===== src/shared/soc_bus_pkg.sv =====
// Purpose: Shared constants and types for the single/block bus cycle ends
// Assumes: One clock, mclk at 100 MHz; active-low asynchronous reset rst_b
package soc_bus_pkg;
    localparam int ADR_W = 8;
    localparam int DAT_W = 32;
    localparam int SEL_W = 4;
    localparam int TAG_W = 1;
    localparam int MEM_DEPTH = 256;
    localparam int WAIT_W = 4;
    localparam int BLEN_W = 8;
    localparam logic [TAG_W-1:0] TAG_START = 1'h1;
    localparam int BYTE_W = 8;
    localparam logic [WAIT_W-1:0] WAIT_ZERO = 4'h0;
    localparam logic [WAIT_W-1:0] WAIT_ONE_CNT = 4'h1;
    localparam logic [BLEN_W-1:0] BLEN_ONE = 8'h1;
    localparam logic [ADR_W-1:0] ADR_STEP = 8'h1;
    localparam logic [ADR_W-1:0] ERR_ADR = 8'hff;

    typedef enum logic [3:0] {
        M_IDLE = 4'h1,
        M_BEAT = 4'h2,
        M_GAP  = 4'h4,
        M_DONE = 4'h8
    } mst_state_t;
endpackage


===== src/shared/soc_bus_if.sv =====
// Purpose: Link between master end and slave end
// Assumes: Both ends on mclk
// Notes:   Plain signals, no clocking block
`timescale 1ns/100ps
`default_nettype none
interface soc_bus_if;
    logic                           cyc;      // Cycle held for the whole transfer
    logic                           stb;      // Strobe qualifying one beat
    logic                           we;       // Write enable
    logic [soc_bus_pkg::ADR_W-1:0]  adr;      // Address
    logic [soc_bus_pkg::SEL_W-1:0]  sel;      // Byte selects
    logic [soc_bus_pkg::TAG_W-1:0]  tag_m;    // Master tag
    logic [soc_bus_pkg::DAT_W-1:0]  dat_m;    // Write data
    logic [soc_bus_pkg::DAT_W-1:0]  dat_s;    // Read data
    logic [soc_bus_pkg::TAG_W-1:0]  tag_s;    // Slave tag
    logic                           ack;      // Normal termination
    logic                           err;      // Error termination
    logic                           rty;      // Retry termination

    modport master (output cyc, stb, we, adr, sel, tag_m, dat_m,
                    input dat_s, tag_s, ack, err, rty);
    modport slave  (input cyc, stb, we, adr, sel, tag_m, dat_m,
                    output dat_s, tag_s, ack, err, rty);
endinterface
`default_nettype wire


===== src/design/bus_master_end.sv =====
// Purpose: Master end issuing single and block cycles from a command port
// Assumes: Slave answers with combinational terminations
// Notes:   Strobe and cycle come straight from flops
`timescale 1ns/100ps
`default_nettype none
module bus_master_end (
    input  wire logic                           mclk,       // Clock
    input  wire logic                           rst_b,      // Async reset, low
    soc_bus_if.master                           bus,        // Bus link
    input  wire logic                           req,        // Start request
    input  wire logic                           req_we,     // Write when high
    input  wire logic [soc_bus_pkg::ADR_W-1:0]  req_adr,    // First address
    input  wire logic [soc_bus_pkg::SEL_W-1:0]  req_sel,    // Byte selects
    input  wire logic [soc_bus_pkg::BLEN_W-1:0] req_len,    // Beats, 1 = single
    input  wire logic [soc_bus_pkg::DAT_W-1:0]  wr_data,    // Write data for current beat
    input  wire logic                           hold,       // Insert master wait
    output logic                                busy,       // Cycle in progress
    output logic                                beat_done,  // Beat terminated
    output logic      [soc_bus_pkg::DAT_W-1:0]  rd_data,    // Captured read data
    output logic      [soc_bus_pkg::TAG_W-1:0]  rd_tag,     // Captured slave tag
    output logic                                fault       // Error or retry seen
);
    typedef struct packed {
        soc_bus_pkg::mst_state_t        fsm;
        logic                           cyc;
        logic                           stb;
        logic                           we;
        logic [soc_bus_pkg::ADR_W-1:0]  adr;
        logic [soc_bus_pkg::SEL_W-1:0]  sel;
        logic [soc_bus_pkg::TAG_W-1:0]  tag;
        logic [soc_bus_pkg::DAT_W-1:0]  dat;
        logic [soc_bus_pkg::BLEN_W-1:0] left;
        logic                           beat;
        logic [soc_bus_pkg::DAT_W-1:0]  rdat;
        logic [soc_bus_pkg::TAG_W-1:0]  rtag;
        logic                           flt;
    } mst_t;

    mst_t st_r;
    mst_t st_nxt;
    logic term;

    assign term      = bus.ack | bus.err | bus.rty;
    // Outputs taken straight from the state flops
    assign bus.cyc   = st_r.cyc;
    assign bus.stb   = st_r.stb;
    assign bus.we    = st_r.we;
    assign bus.adr   = st_r.adr;
    assign bus.sel   = st_r.sel;
    assign bus.tag_m = st_r.tag;
    assign bus.dat_m = st_r.dat;
    assign busy      = st_r.cyc;
    assign beat_done = st_r.beat;
    assign rd_data   = st_r.rdat;
    assign rd_tag    = st_r.rtag;
    assign fault     = st_r.flt;

    // Cycle sequencing
    always_comb begin
        st_nxt = st_r;
        st_nxt.beat = 1'b0;
        case (st_r.fsm)
            soc_bus_pkg::M_IDLE: begin
                if (req) begin
                    st_nxt.cyc  = 1'b1;
                    st_nxt.stb  = 1'b1;
                    st_nxt.we   = req_we;
                    st_nxt.adr  = req_adr;
                    st_nxt.sel  = req_sel;
                    st_nxt.tag  = soc_bus_pkg::TAG_START;
                    st_nxt.dat  = wr_data;
                    st_nxt.left = req_len;
                    st_nxt.flt  = 1'b0;
                    st_nxt.fsm  = soc_bus_pkg::M_BEAT;
                end
            end
            soc_bus_pkg::M_BEAT: begin
                if (term) begin
                    st_nxt.beat = 1'b1;
                    st_nxt.tag  = '0;
                    if (!st_r.we) begin
                        st_nxt.rdat = bus.dat_s;
                    end
                    st_nxt.rtag = bus.tag_s;
                    st_nxt.left = st_r.left - soc_bus_pkg::BLEN_ONE;
                    st_nxt.adr  = st_r.adr + soc_bus_pkg::ADR_STEP;
                    st_nxt.dat  = wr_data;
                    if (bus.err || bus.rty || st_r.left == soc_bus_pkg::BLEN_ONE) begin
                        st_nxt.flt = bus.err | bus.rty;
                        st_nxt.stb = 1'b0;
                        st_nxt.cyc = 1'b0;
                        st_nxt.fsm = soc_bus_pkg::M_DONE;
                    end else if (hold) begin
                        st_nxt.stb = 1'b0;
                        st_nxt.fsm = soc_bus_pkg::M_GAP;
                    end
                end
            end
            soc_bus_pkg::M_GAP: begin
                if (!hold) begin
                    st_nxt.stb = 1'b1;
                    st_nxt.dat = wr_data;
                    st_nxt.fsm = soc_bus_pkg::M_BEAT;
                end
            end
            soc_bus_pkg::M_DONE: begin
                st_nxt.fsm = soc_bus_pkg::M_IDLE;
            end
            default: begin
                st_nxt.fsm = soc_bus_pkg::M_IDLE;
                st_nxt.cyc = 1'b0;
                st_nxt.stb = 1'b0;
            end
        endcase
    end

    always_ff @(posedge mclk or negedge rst_b) begin
        if (!rst_b) begin
            st_r     <= '0;
            st_r.fsm <= soc_bus_pkg::M_IDLE;
        end else begin
            st_r <= st_nxt;
        end
    end
endmodule
`default_nettype wire


===== src/flat_wrapper.sv =====
// flat-port wrapper written by rule: the top's interface ports become plain ports
module bus_master_end_flat 
  (mclk, rst_b, req, req_we, req_adr, req_sel, req_len, wr_data, hold, busy, beat_done, rd_data, rd_tag, fault, bus_cyc, bus_stb, bus_we, bus_adr, bus_sel, bus_tag_m, bus_dat_m, bus_dat_s, bus_tag_s, bus_ack, bus_err, bus_rty);
  soc_bus_if bus_i ();
  input  wire logic mclk;
  input  wire logic rst_b;
  input  wire logic req;
  input  wire logic req_we;
  input  wire logic [soc_bus_pkg::ADR_W-1:0] req_adr;
  input  wire logic [soc_bus_pkg::SEL_W-1:0] req_sel;
  input  wire logic [soc_bus_pkg::BLEN_W-1:0] req_len;
  input  wire logic [soc_bus_pkg::DAT_W-1:0] wr_data;
  input  wire logic hold;
  output logic busy;
  output logic beat_done;
  output logic      [soc_bus_pkg::DAT_W-1:0] rd_data;
  output logic      [soc_bus_pkg::TAG_W-1:0] rd_tag;
  output logic fault;
  output wire logic [$bits(bus_i.cyc)-1:0] bus_cyc;
  output wire logic [$bits(bus_i.stb)-1:0] bus_stb;
  output wire logic [$bits(bus_i.we)-1:0] bus_we;
  output wire logic [$bits(bus_i.adr)-1:0] bus_adr;
  output wire logic [$bits(bus_i.sel)-1:0] bus_sel;
  output wire logic [$bits(bus_i.tag_m)-1:0] bus_tag_m;
  output wire logic [$bits(bus_i.dat_m)-1:0] bus_dat_m;
  input wire logic [$bits(bus_i.dat_s)-1:0] bus_dat_s;
  input wire logic [$bits(bus_i.tag_s)-1:0] bus_tag_s;
  input wire logic [$bits(bus_i.ack)-1:0] bus_ack;
  input wire logic [$bits(bus_i.err)-1:0] bus_err;
  input wire logic [$bits(bus_i.rty)-1:0] bus_rty;
  assign bus_cyc = bus_i.cyc;
  assign bus_stb = bus_i.stb;
  assign bus_we = bus_i.we;
  assign bus_adr = bus_i.adr;
  assign bus_sel = bus_i.sel;
  assign bus_tag_m = bus_i.tag_m;
  assign bus_dat_m = bus_i.dat_m;
  assign bus_i.dat_s = bus_dat_s;
  assign bus_i.tag_s = bus_tag_s;
  assign bus_i.ack = bus_ack;
  assign bus_i.err = bus_err;
  assign bus_i.rty = bus_rty;
  bus_master_end u_core (.mclk(mclk), .rst_b(rst_b), .bus(bus_i), .req(req), .req_we(req_we), .req_adr(req_adr), .req_sel(req_sel), .req_len(req_len), .wr_data(wr_data), .hold(hold), .busy(busy), .beat_done(beat_done), .rd_data(rd_data), .rd_tag(rd_tag), .fault(fault));
endmodule

===== config.mk =====
export PLATFORM = sky130hd
export DESIGN_NAME = bus_master_end_flat
export DESIGN_NICKNAME = d
export VERILOG_FILES = /design/src/shared/soc_bus_pkg.sv /design/src/shared/soc_bus_if.sv /design/src/design/bus_master_end.sv /design/src/flat_wrapper.sv
export SDC_FILE = /design/constraint.sdc
export NUM_CORES = 1
export LEC_CHECK = 0
export ABC_AREA = 0
export BUFFER_PORTS_ARGS = -buffer_cell sky130_fd_sc_hd__buf_2
export CORE_MARGIN = 4
export CORE_UTILIZATION = 25
export CTS_BUF_LIST = sky130_fd_sc_hd__clkbuf_2
export CTS_CLUSTER_SIZE = 30
export DETAILED_ROUTE_END_ITERATION = 6
export HOLD_SLACK_MARGIN = 0.03
export MAX_ROUTING_LAYER = met4
export PLACE_DENSITY_LB_ADDON = 0.05
export SETUP_SLACK_MARGIN = 0.5
export SKIP_CTS_REPAIR_TIMING = 1
export SYNTH_ARGS = -nofsm -noshare
export SYNTH_HDL_FRONTEND = slang
export SYNTH_SLANG_ARGS = --single-unit

===== constraint.sdc =====
create_clock -name mclk -period 6.5 [get_ports mclk]
set_clock_uncertainty 0.2 [all_clocks]
set_input_delay 0.65 -clock mclk [delete_from_list [all_inputs] [get_ports mclk]]
set_output_delay 0.65 -clock mclk [all_outputs]
set_load 0.05 [all_outputs]

Yosys cells after proc, flatten, opt, wreduce, memory -nomap -nowiden
Cells that the tools add are included.
- add/subtract/negate cells: 2
- eq/ne operators: 10
- muxes and demuxes: 24
- bitwise operators: 6
- reduce and logical (&&, ||, !) cells: 14
- operators by type and width (cell ; number):
    $pmux W32 S3 ; 1
    $mux W76 ; 1
    $mux W32 ; 2
    $mux W60 ; 1
    $mux W34 ; 1
    $pmux W8 S2 ; 2
    $reduce_and A4 Y1 ; 4
    $mux W4 ; 3
    $pmux W4 S3 ; 1
    $add A8 B1 Y8 const B ; 1
    $eq A8 B1 Y1 const B ; 1
    $mux W8 ; 1
    $sub A8 B1 Y8 const B ; 1
    $mux W1 ; 6
    $mux W6 ; 1
    $reduce_and A3 Y1 ; 2
    $reduce_and A5 Y1 ; 1
    $eq A4 B1 Y1 const B ; 1
    $eq A4 B2 Y1 const B ; 1
    $eq A4 B3 Y1 const B ; 1
    $eq A4 B4 Y1 const B ; 1
    $ne A2 B1 Y1 const B ; 2
    $ne A2 B2 Y1 const B ; 2
    $pmux W1 S2 ; 2
    other kinds (10) ; 16
- flip-flop bits (word level): 95

Longest topological paths before layout
Gate-level depths: netlist of run 1.
- depth in word-level cells: 5
- gate-level depth with buffers: 8

Worst setup path before layout of run 1
OpenSTA, ideal clock, no wires.
- path kind: register to register
- from: reg u_core.st_r[91] in the netlist's numbering
- to: reg u_core.st_r, in the netlist u_core.bus.dat_m[0]
- arrival time: 1.870 ns
- slack: 4.302 ns
- stages on the path, launching flop included: 7
- path buffers: 2
- cell sequence: dfstp_2 -> buf_2 -> or4b_4 -> o21ai_2 -> nor3_2 -> buf_6 -> mux2_1
- cells in the longest elaborated chain, start to end: 3
- elaborated cells between the ends (all ways): 9
- those cells by class: eq/ne: 6; mux: 1; reduce/logical: 2
- ends and longest elaborated chain (element ; line ; RTL):
    start: declaration ; bus_master_end.sv:39 ; mst_t st_r;
    start signal: assignment ; bus_master_end.sv:122 ; st_r <= st_nxt;
    $eq A4 B3 Y1, or another cell as far along ; bus_master_end.sv:62 ; case (st_r.fsm)
    $ne A2 B2 Y1 (no source line), or another cell as far along ; - ;
    $reduce_and A4 Y1 (no source line) ; - ;
Parallel ways exist; a longest one is shown, timed or not.
A chain may end at the register's enable or synchronous reset.

Worst setup path after layout of run 1
- from: reg u_core.st_r[91] in the netlist's numbering
- to: reg u_core.st_r[36] in the netlist's numbering
- cells in the longest elaborated chain, start to end: 3
- elaborated cells between the ends (all ways): 7
- those cells by class: eq/ne: 4; mux: 1; reduce/logical: 2
- ends and longest elaborated chain (element ; line):
    $eq A4 B2 Y1 / $eq A4 B1 Y1 (equally long branches) ; bus_master_end.sv:62
    $ne A2 B1 Y1 (no source line), or another cell as far along ; -
    $reduce_and A3 Y1 (no source line) ; -
Parallel ways exist; a longest one is shown, timed or not.

==> results.toml, run 1 <==
[status]
status = "completed"

[clocking]
clkSlewWorstSetupHoldPaths_ns = 0.26
cts_root_buffer = "clkbuf_2"
htreeDepth = 3
clockBufferDepth = 2
cts_tree = "yes"
cts_buffers = 9
insertion_delay_ns = 0.58
clock_sinks = 95

[setup_path]
r2r-end = "u_core.st_r[36]"
crit_buf_inv = 0
cp.depth = 4
r2r_start = "u_core.st_r[91]"
worstSetupStartpoint = "u_core.st_r[91]"
required_ns = 6.78
start_kind = "flop"
crit_fanout = 27
worst-r2r-setup-slack_ns = 3.87
crit_path_end_kind = "flop"
slowest_stage = "dfstp_2"
ff2ff_path_depth = 4
path_cells = "or4b_4, nor2_4, nor2_2, a221o_1"
crit_arrival_ns = 2.91
criticalPathCategory = "flop to flop"
path_delay_family = "simple AND/OR/NAND/NOR gates"
endpoint = "u_core.st_r[36]"
cpPeakStageDelay_ns = 0.67

[final_layout]
drive_above_1_share = 0.453
final_area_um2 = 6200
seqCellArea_um2 = 2380
multi_input_area_um2 = 1660
layout_commonest_cell = "buf_2"
mostFrequentLayoutCells = "buf_2, dfrtp_1, dlygate4sd3_1, nand2_1, mux2_2"
fin_nets = 674
fill_cells = 1924
area_growth_syn_to_layout_pct = 30.8
fin_util = 0.332
finalNonFillerCells = 818

[floorplan]
fp.coreArea_um2 = 18600
rows = 50
initial_core_util = 0.254
chipWidth_um = 146
die-area_um2 = 21200
ios = 177
die_h_um = 146

[place]
placedCellCount = 718
postPlaceCellArea_um2 = 5260
portBuffers = 176
dpl.hpwl_um = 8320
gp_congestion = 0.710

[sta]
finalMaxSlewViolations = 0
tns_ns = 0
fin_crit_ns = 2.63
finalCritPeriodShare = 0.405
slew_headroom = 0.491
rsz0062_at_grt = "no"
worst_pin_slew_ns = 0.763
timing.fmax_ghz = 0.380
hold_violations = 0
setup_viol = 0

[power]
power_frac_clock = 0.083
power_density_nw_per_um2 = 552
p_switching_mw = 1.82
p_total_mw = 3.42
combPwrFrac = 0.603
netSwitchingFraction = 0.533
sequentialPowerShare = 0.315
p_int_mw = 1.60
ir_worst_vdd_mv = 0.146
p_leak_nw = 2.99

[yosys]
syn_area_um2 = 4740
yosysWarnings = 0
synth-edff-count = 0
ys.flop_type = "dfrtp_1"
synth_cell_types = 58
syn_avg_cell_area_um2 = 11.9
async_reset_ff_frac = 1.00
synthCells = 397
syn-num-nets = 493
seq_area_frac_synth = 0.502
ys_seq_elements = 95

[grt]
grt_pass1_wl_um = 18600
busiest_layer = "met2"
grtUsageMet1 = 0.146
grtUsageTotal = 0.114
grt_start_max_net_pins = 57
antenna_found_initial = 1
grt_use_met3 = 0.0262
grtUsageMet2 = 0.176
grt_pass1_vias = 3309
grt-ovfl-total = 0

[worst_hold_path]
min_path_type = "input pin to flop"
min_from = "bus_dat_s[18]"

[route]
drc_errors = 0
routedWlPerCell_um = 14.5
ant_nets = 0
dr.first_iter.drc_count = 93
num_vias = 3433
wirelength_um = 11900
viasPerCell = 4.20
drt_first_pass_iters = 4

[flow_run]
drv_cap = 0
-- state kept, by name, summed over array words and instances, names as in the netlist --
name	count
u_core.bus.dat_m	32
u_core.beat_done	1
u_core.fault	1
u_core.rd_data	32
u_core.bus.adr	8
u_core.bus.sel	4
u_core.rd_tag	1
u_core.bus.tag_m	1
u_core.st_r	12
u_core.bus.stb	1
u_core.bus.cyc	1
u_core.bus.we	1
-- synthesized netlist by cell type, types with 3 or more instances --
master	count	area (um2)
mux2_2	33	372
mux2_1	10	113
nor4_1	3	18.8
nand2_1	37	139
inv_1	5	18.8
a21oi_1	5	25.0
ha_1	3	37.5
buf_2	8	40.0
o21ai_0	8	40.0
o211ai_1	4	30.0
a31oi_1	3	18.8
o21ai_1	5	25.0
buf_6	3	33.8
buf_4	80	601
a221o_1	3	30.0
dfrtp_1	94	2350
mux2_4	21	315
or3_1	3	18.8
nor3_1	5	25.0
nand3_1	6	30.0
nor2_1	13	48.8
-- how the worst min path moves through the flow --
stage	end	slack, ns	cells past startpoint
finish	u_core.rd_data[18]	0.12	2
global route	u_core.rd_data[18]	0.03	2
CTS	u_core.rd_data[29]	-0.29	1
detailed placement	u_core.bus.sel[3]	0.26	2
global placement	u_core.bus.sel[2]	0.26	2
floorplan	u_core.beat_done	0.15	0
-- power by group through the flow --
| stage | clock network, mW | registers (mW) | logic [mW] |
|---|---|---|---|
| 5_1_grt | 0.335 | 1.13 | 2.19 |
| 4_1_cts | 0.313 | 1.08 | 2.06 |
| 3_3_place_gp | 0 | 1.09 | 2.05 |
| 2_1_floorplan | 0 | 1.09 | 1.95 |
| 6_report | 0.283 | 1.08 | 2.06 |
| 3_5_place_dp | 0 | 1.09 | 2.06 |
-- cell type report --
class                           instances  share of cell area
Antenna cell                            1            0.000404
Clock buffer                            9             0.00727
Clock inverter                          7             0.00888
Inverter                                6             0.00363
Multi-Input combinational cell        204               0.269
Sequential cell                        95               0.384
Tap cell                              234              0.0472
Timing Repair Buffer                  262               0.280
-- per-stage QoR --
| step | setup slack, ns | hold slack (ns) |
|---|---|---|
| floorplan | 4.30 | 0.154 |
| global placement | 3.82 | 0.256 |
| detailed placement | 3.81 | 0.263 |
| CTS | 3.81 | -0.295 |
| global route | 3.64 | 0.0274 |
| finish | 3.87 | 0.118 |
-- routing by layer --
layer | up-vias | routed length (um)
li1 | 1658 | -
met1 | 1667 | 5440
met2 | 96 | 5640
met3 | 12 | 582
met4 | 0 | 191
met5 | - | 0
-- cells by family after synthesis --
group	count (synthesis)	synth area share
compound gates	45	0.0666
xor+xnor	4	0.00740
fa+ha+maj	3	0.00792
buf+inv	98	0.148
flops	95	0.502
mux	64	0.169
simple gates	88	0.0993
Note: power is estimated with default switching activity, not from simulation.
==> run 2: changes to the inputs <==
==> constraint.sdc (replaced) <==
create_clock -name mclk -period 2.6 [get_ports mclk]
set_clock_uncertainty 0.2 [all_clocks]
set_input_delay 0.26 -clock mclk [delete_from_list [all_inputs] [get_ports mclk]]
set_output_delay 0.26 -clock mclk [all_outputs]
set_load 0.05 [all_outputs]
==> results.toml, run 2 (same netlist as run 1, synthesis figures left out) <==
[status]
status = "finished with violations"
violations = "hold timing"

[floorplan]
initial_core_util = 0.254
die_h_um = 146
die-area_um2 = 21200
rows = 50
ios = 177
fp.coreArea_um2 = 18600
chipWidth_um = 146

[sta]
hold_violations = 28
rsz0062_at_grt = "yes"
timing.fmax_ghz = 0.440
tns_ns = 0
fin_crit_ns = 2.27
worst_pin_slew_ns = 0.712
finalCritPeriodShare = 0.874
finalMaxSlewViolations = 0
slew_headroom = 0.524
finalWorstSetupSlack_ns = 0.328
setup_viol = 0
hold_ws_ns = -0.206

[route]
dr.first_iter.drc_count = 94
drt_first_pass_iters = 4
ant_nets = 0
routedWlPerCell_um = 15.1
wirelength_um = 13000
viasPerCell = 4.17
num_vias = 3607
drc_errors = 0

[setup_path]
r2r-end = "u_core.st_r[36]"
worst-r2r-setup-slack_ns = 0.33
criticalPathCategory = "flop to flop"
cpPeakStageDelay_ns = 0.67
ff2ff_path_depth = 6
crit_fanout = 8
crit_buf_inv = 2
path_cells = "or4b_4, nor2_4, buf_12, nor2_4, buf_6, a221o_1"
slowest_stage = "dfstp_2"
crit_path_end_kind = "flop"
path_delay_family = "simple AND/OR/NAND/NOR gates"
cpMostUsedCell = "nor2_4"
r2r_start = "u_core.st_r[91]"
crit_arrival_ns = 2.54
start_kind = "flop"
required_ns = 2.87

[final_layout]
final_area_um2 = 6970
fin_nets = 720
finalNonFillerCells = 864
area_growth_syn_to_layout_pct = 47.2
mostFrequentLayoutCells = "buf_2, dlygate4sd3_1, dfrtp_1, mux2_4, nand2_1"
drive_above_1_share = 0.512
fill_cells = 1882
layout_commonest_cell = "buf_2"

[grt]
grt_start_max_net_pins = 52
antenna_found_initial = 1
grt_pass1_vias = 3281
grt_pass1_wl_um = 18800
grtUsageTotal = 0.115
grt-ovfl-total = 0

[place]
pre_cts_ws_ns = 0.338
dpl.hpwl_um = 8580
placedCellCount = 725
portBuffers = 176
gp_congestion = 0.725
postPlaceCellArea_um2 = 5370

[power]
p_leak_nw = 3.38
power_density_nw_per_um2 = 1360
ir_worst_vdd_mv = 0.451
p_total_mw = 9.46

[clocking]
clkSlewWorstSetupHoldPaths_ns = 0.28
cts_buffers = 9
cts_tree = "yes"
cts_root_buffer = "clkbuf_2"
htreeDepth = 3
clock_sinks = 95
insertion_delay_ns = 0.59
clockBufferDepth = 2

[worst_hold_path]
min_path_type = "input pin to flop"
whs_endpoint = "u_core.st_r[92]"
hold_depth = 3
min_from = "req"

[flow_run]
drv_cap = 0
run 2: cell count changes in the layout (fill, tap and decap cells not counted), moves of 3 or more:
| cell | change |
|---|---|
| buf_4 | +16 |
| mux2_2 | -21 |
| nand2_1 | -3 |
| clkbuf_16 | +3 |
| buf_8 | +3 |
| buf_12 | +5 |
| o21ai_2 | +5 |
| buf_6 | +5 |
| o21ai_0 | -4 |
| mux2_4 | +22 |
| dfrtp_1 | -5 |
| dfrtp_2 | +5 |
| dlygate4sd3_1 | +12 |
run 2: metal layers:
| layer | vias to the layer above | global-route usage | part of all wire |
|---|---|---|---|
| met4 | 0 | 0.0399 | 0.0093 |
| met5 | - | - | 0 |
| met2 | 97 | 0.175 | 0.47 |
| li1 | 1743 | - | - |
| met1 | 1760 | 0.150 | 0.48 |
| met3 | 7 | 0.0271 | 0.040 |
run 2: final cells by class:
| class | count | area, um2 | share of cell area |
|---|---|---|---|
| multi-input cells | 205 | 1860 | 0.267 |
| clock inverters | 7 | 95.1 | 0.0136 |
| clock buffers | 9 | 45.0 | 0.00646 |
| diodes | 1 | 2.50 | 0.000359 |
| repair buffers | 307 | 2270 | 0.325 |
| inverters | 6 | 22.5 | 0.00323 |
| well taps | 234 | 293 | 0.0420 |
| flip-flops and latches | 95 | 2380 | 0.342 |
run 2: how the worst max path moves through the flow:
stage | from | end | depth (start not counted)
after floorplan | u_core.st_r[91] | u_core.bus.dat_m[0] | 6
after global routing | u_core.st_r[91] | u_core.bus.dat_m[1] | 5
after detailed placement | u_core.st_r[93] | u_core.rd_data[30] | 5
after CTS | u_core.st_r[91] | u_core.bus.stb | 6
final | u_core.st_r[91] | u_core.st_r[36] | 6
after global placement | u_core.st_r[91] | u_core.bus.stb | 6
run 2: power by group:
group	switching, mW	internal [mW]
Combinational	3.69	2.17
Clock	0.566	0.322
Sequential	0.505	2.21
run 2: through the flow:
step	utilization	hold WS, ns
2_1_floorplan	-	-0.236
3_3_place_gp	0.288	0.172
3_5_place_dp	0.288	0.179
4_1_cts	0.295	-0.575
5_1_grt	0.374	-0.272
6_report	0.374	-0.206
run 2: worst reg2reg max path: stages (launching register included):
cell     delay (ns)
dfstp_2        0.67
or4b_4         0.54
nor2_4         0.18
buf_12         0.14
nor2_4         0.04
buf_6          0.14
a221o_1        0.29
==> run 3: changes to the inputs <==
--- a/config.mk
+++ b/config.mk
@@ -9,7 +9,7 @@
 export BUFFER_PORTS_ARGS = -buffer_cell sky130_fd_sc_hd__buf_2
 export CORE_MARGIN = 4
 export CORE_UTILIZATION = 25
-export CTS_BUF_LIST = sky130_fd_sc_hd__clkbuf_2
+export CTS_BUF_LIST = sky130_fd_sc_hd__clkbuf_8
 export CTS_CLUSTER_SIZE = 30
 export DETAILED_ROUTE_END_ITERATION = 6
 export HOLD_SLACK_MARGIN = 0.03
==> results.toml, run 3 (same netlist as run 1, synthesis figures left out) <==
[sta]
worst_pin_slew_ns = 0.727
setup_viol = 0
timing.fmax_ghz = 0.449
tns_ns = 0
finalCritPeriodShare = 0.857
fin_crit_ns = 2.23
slew_headroom = 0.515
rsz0062_at_grt = "yes"
finalMaxSlewViolations = 0
hold_violations = 0

[final_layout]
mostFrequentLayoutCells = "buf_2, dlygate4sd3_1, dfrtp_1, mux2_4, nand2_1"
layout_commonest_cell = "buf_2"
multi_input_area_um2 = 1820
drive_above_1_share = 0.500
area_growth_syn_to_layout_pct = 45.9
seqCellArea_um2 = 2380
diodes = 0
fin_nets = 711
fill_cells = 1879
finalNonFillerCells = 854

[setup_path]
crit_arrival_ns = 2.29
ff2ff_path_depth = 5
r2r_start = "u_core.st_r[91]"
crit_path_end_kind = "flop"
crit_fanout = 32
required_ns = 2.66
worst-r2r-setup-slack_ns = 0.37
criticalPathCategory = "flop to flop"
r2r-end = "u_core.bus.dat_m[7]"
start_kind = "flop"

[place]
gp_congestion = 0.725
placedCellCount = 725
dpl.hpwl_um = 8580
portBuffers = 176

[clocking]
clockBufferDepth = 2
clkSlewWorstSetupHoldPaths_ns = 0.10
cts_root_buffer = "clkbuf_8"
clock_sinks = 95
cts_buffers = 9
insertion_delay_ns = 0.37
htreeDepth = 3
cts_tree = "yes"

[grt]
grt_pass1_vias = 3316
grt-ovfl-total = 0
grt_start_max_net_pins = 52
antenna_found_initial = 0
grt_pass1_wl_um = 18800
grtUsageTotal = 0.115

[floorplan]
ios = 177
rows = 50
fp.coreArea_um2 = 18600
die_h_um = 146
chipWidth_um = 146
initial_core_util = 0.254
die-area_um2 = 21200

[power]
power_density_nw_per_um2 = 1390
p_leak_nw = 3.34
ir_worst_vdd_mv = 0.454

[worst_hold_path]
hold_depth = 3
whs_endpoint = "u_core.bus.stb"
min_path_type = "input pin to flop"
min_from = "hold"

[flow_run]
drv_cap = 0

[route]
wirelength_um = 12900
dr.first_iter.drc_count = 97
num_vias = 3547
drc_errors = 0
routedWlPerCell_um = 15.1
viasPerCell = 4.15
drt_first_pass_iters = 4
ant_nets = 0

[status]
status = "completed"
==> run 3: layout make-up <==
class / instances / share of cell area
clock buffer: 9 / 0.0179
clock inverter: 7 / 0.0138
inverter: 6 / 0.00326
multi-input combinational: 205 / 0.264
sequential: 95 / 0.345
tap: 234 / 0.0424
timing repair buffer: 298 / 0.314
==> run 3: worst max-delay path by stage <==
stage / cells after the start / startpoint / endpoint / slack, ns
after floorplan: 6 / u_core.st_r[91] / u_core.bus.dat_m[0] / 0.45
after global placement: 6 / u_core.st_r[91] / u_core.bus.stb / 0.36
after detailed placement: 5 / u_core.st_r[93] / u_core.rd_data[30] / 0.34
after CTS: 6 / u_core.st_r[91] / u_core.bus.stb / 0.31
after global routing: 5 / u_core.st_r[91] / u_core.bus.dat_m[1] / 0.31
final: 5 / u_core.st_r[91] / u_core.bus.dat_m[7] / 0.37
==> run 3: metal layers <==
| metal | global-route usage | wire length, um |
|---|---|---|
| met1 | 0.148 | 6100 |
| met2 | 0.178 | 6140 |
| met3 | 0.0336 | 534 |
| met4 | 0.0313 | 121 |
| met5 | - | 0 |
==> run 3: report_power, final <==
part / internal (mW) / total, mW / switching (mW)
clock: 0.546 / 1.12 / 0.576
sequential: 2.22 / 2.72 / 0.501
combinational: 2.09 / 5.74 / 3.66
==> run 3: stage by stage <==
stage | worst slack [ns] | hold WS [ns] | power, mW | util | instance area [um2]
final | 0.373 | 0.0722 | 9.59 | 0.371 | 6910
after global routing | 0.308 | 0.0773 | 10.2 | 0.371 | 6910
after CTS | 0.308 | -0.255 | 9.16 | 0.300 | 5590
after detailed placement | 0.338 | 0.179 | 7.98 | 0.288 | 5370
after global placement | 0.358 | 0.172 | 7.95 | 0.288 | 5370
after floorplan | 0.446 | -0.236 | 7.67 | - | 4790
==> run 3: critical path: stages (launching register included) <==
cell,delay (ns)
dfstp_2,0.60
or4b_4,0.53
o21ai_4,0.19
nor3_4,0.06
buf_12,0.19
mux2_1,0.32
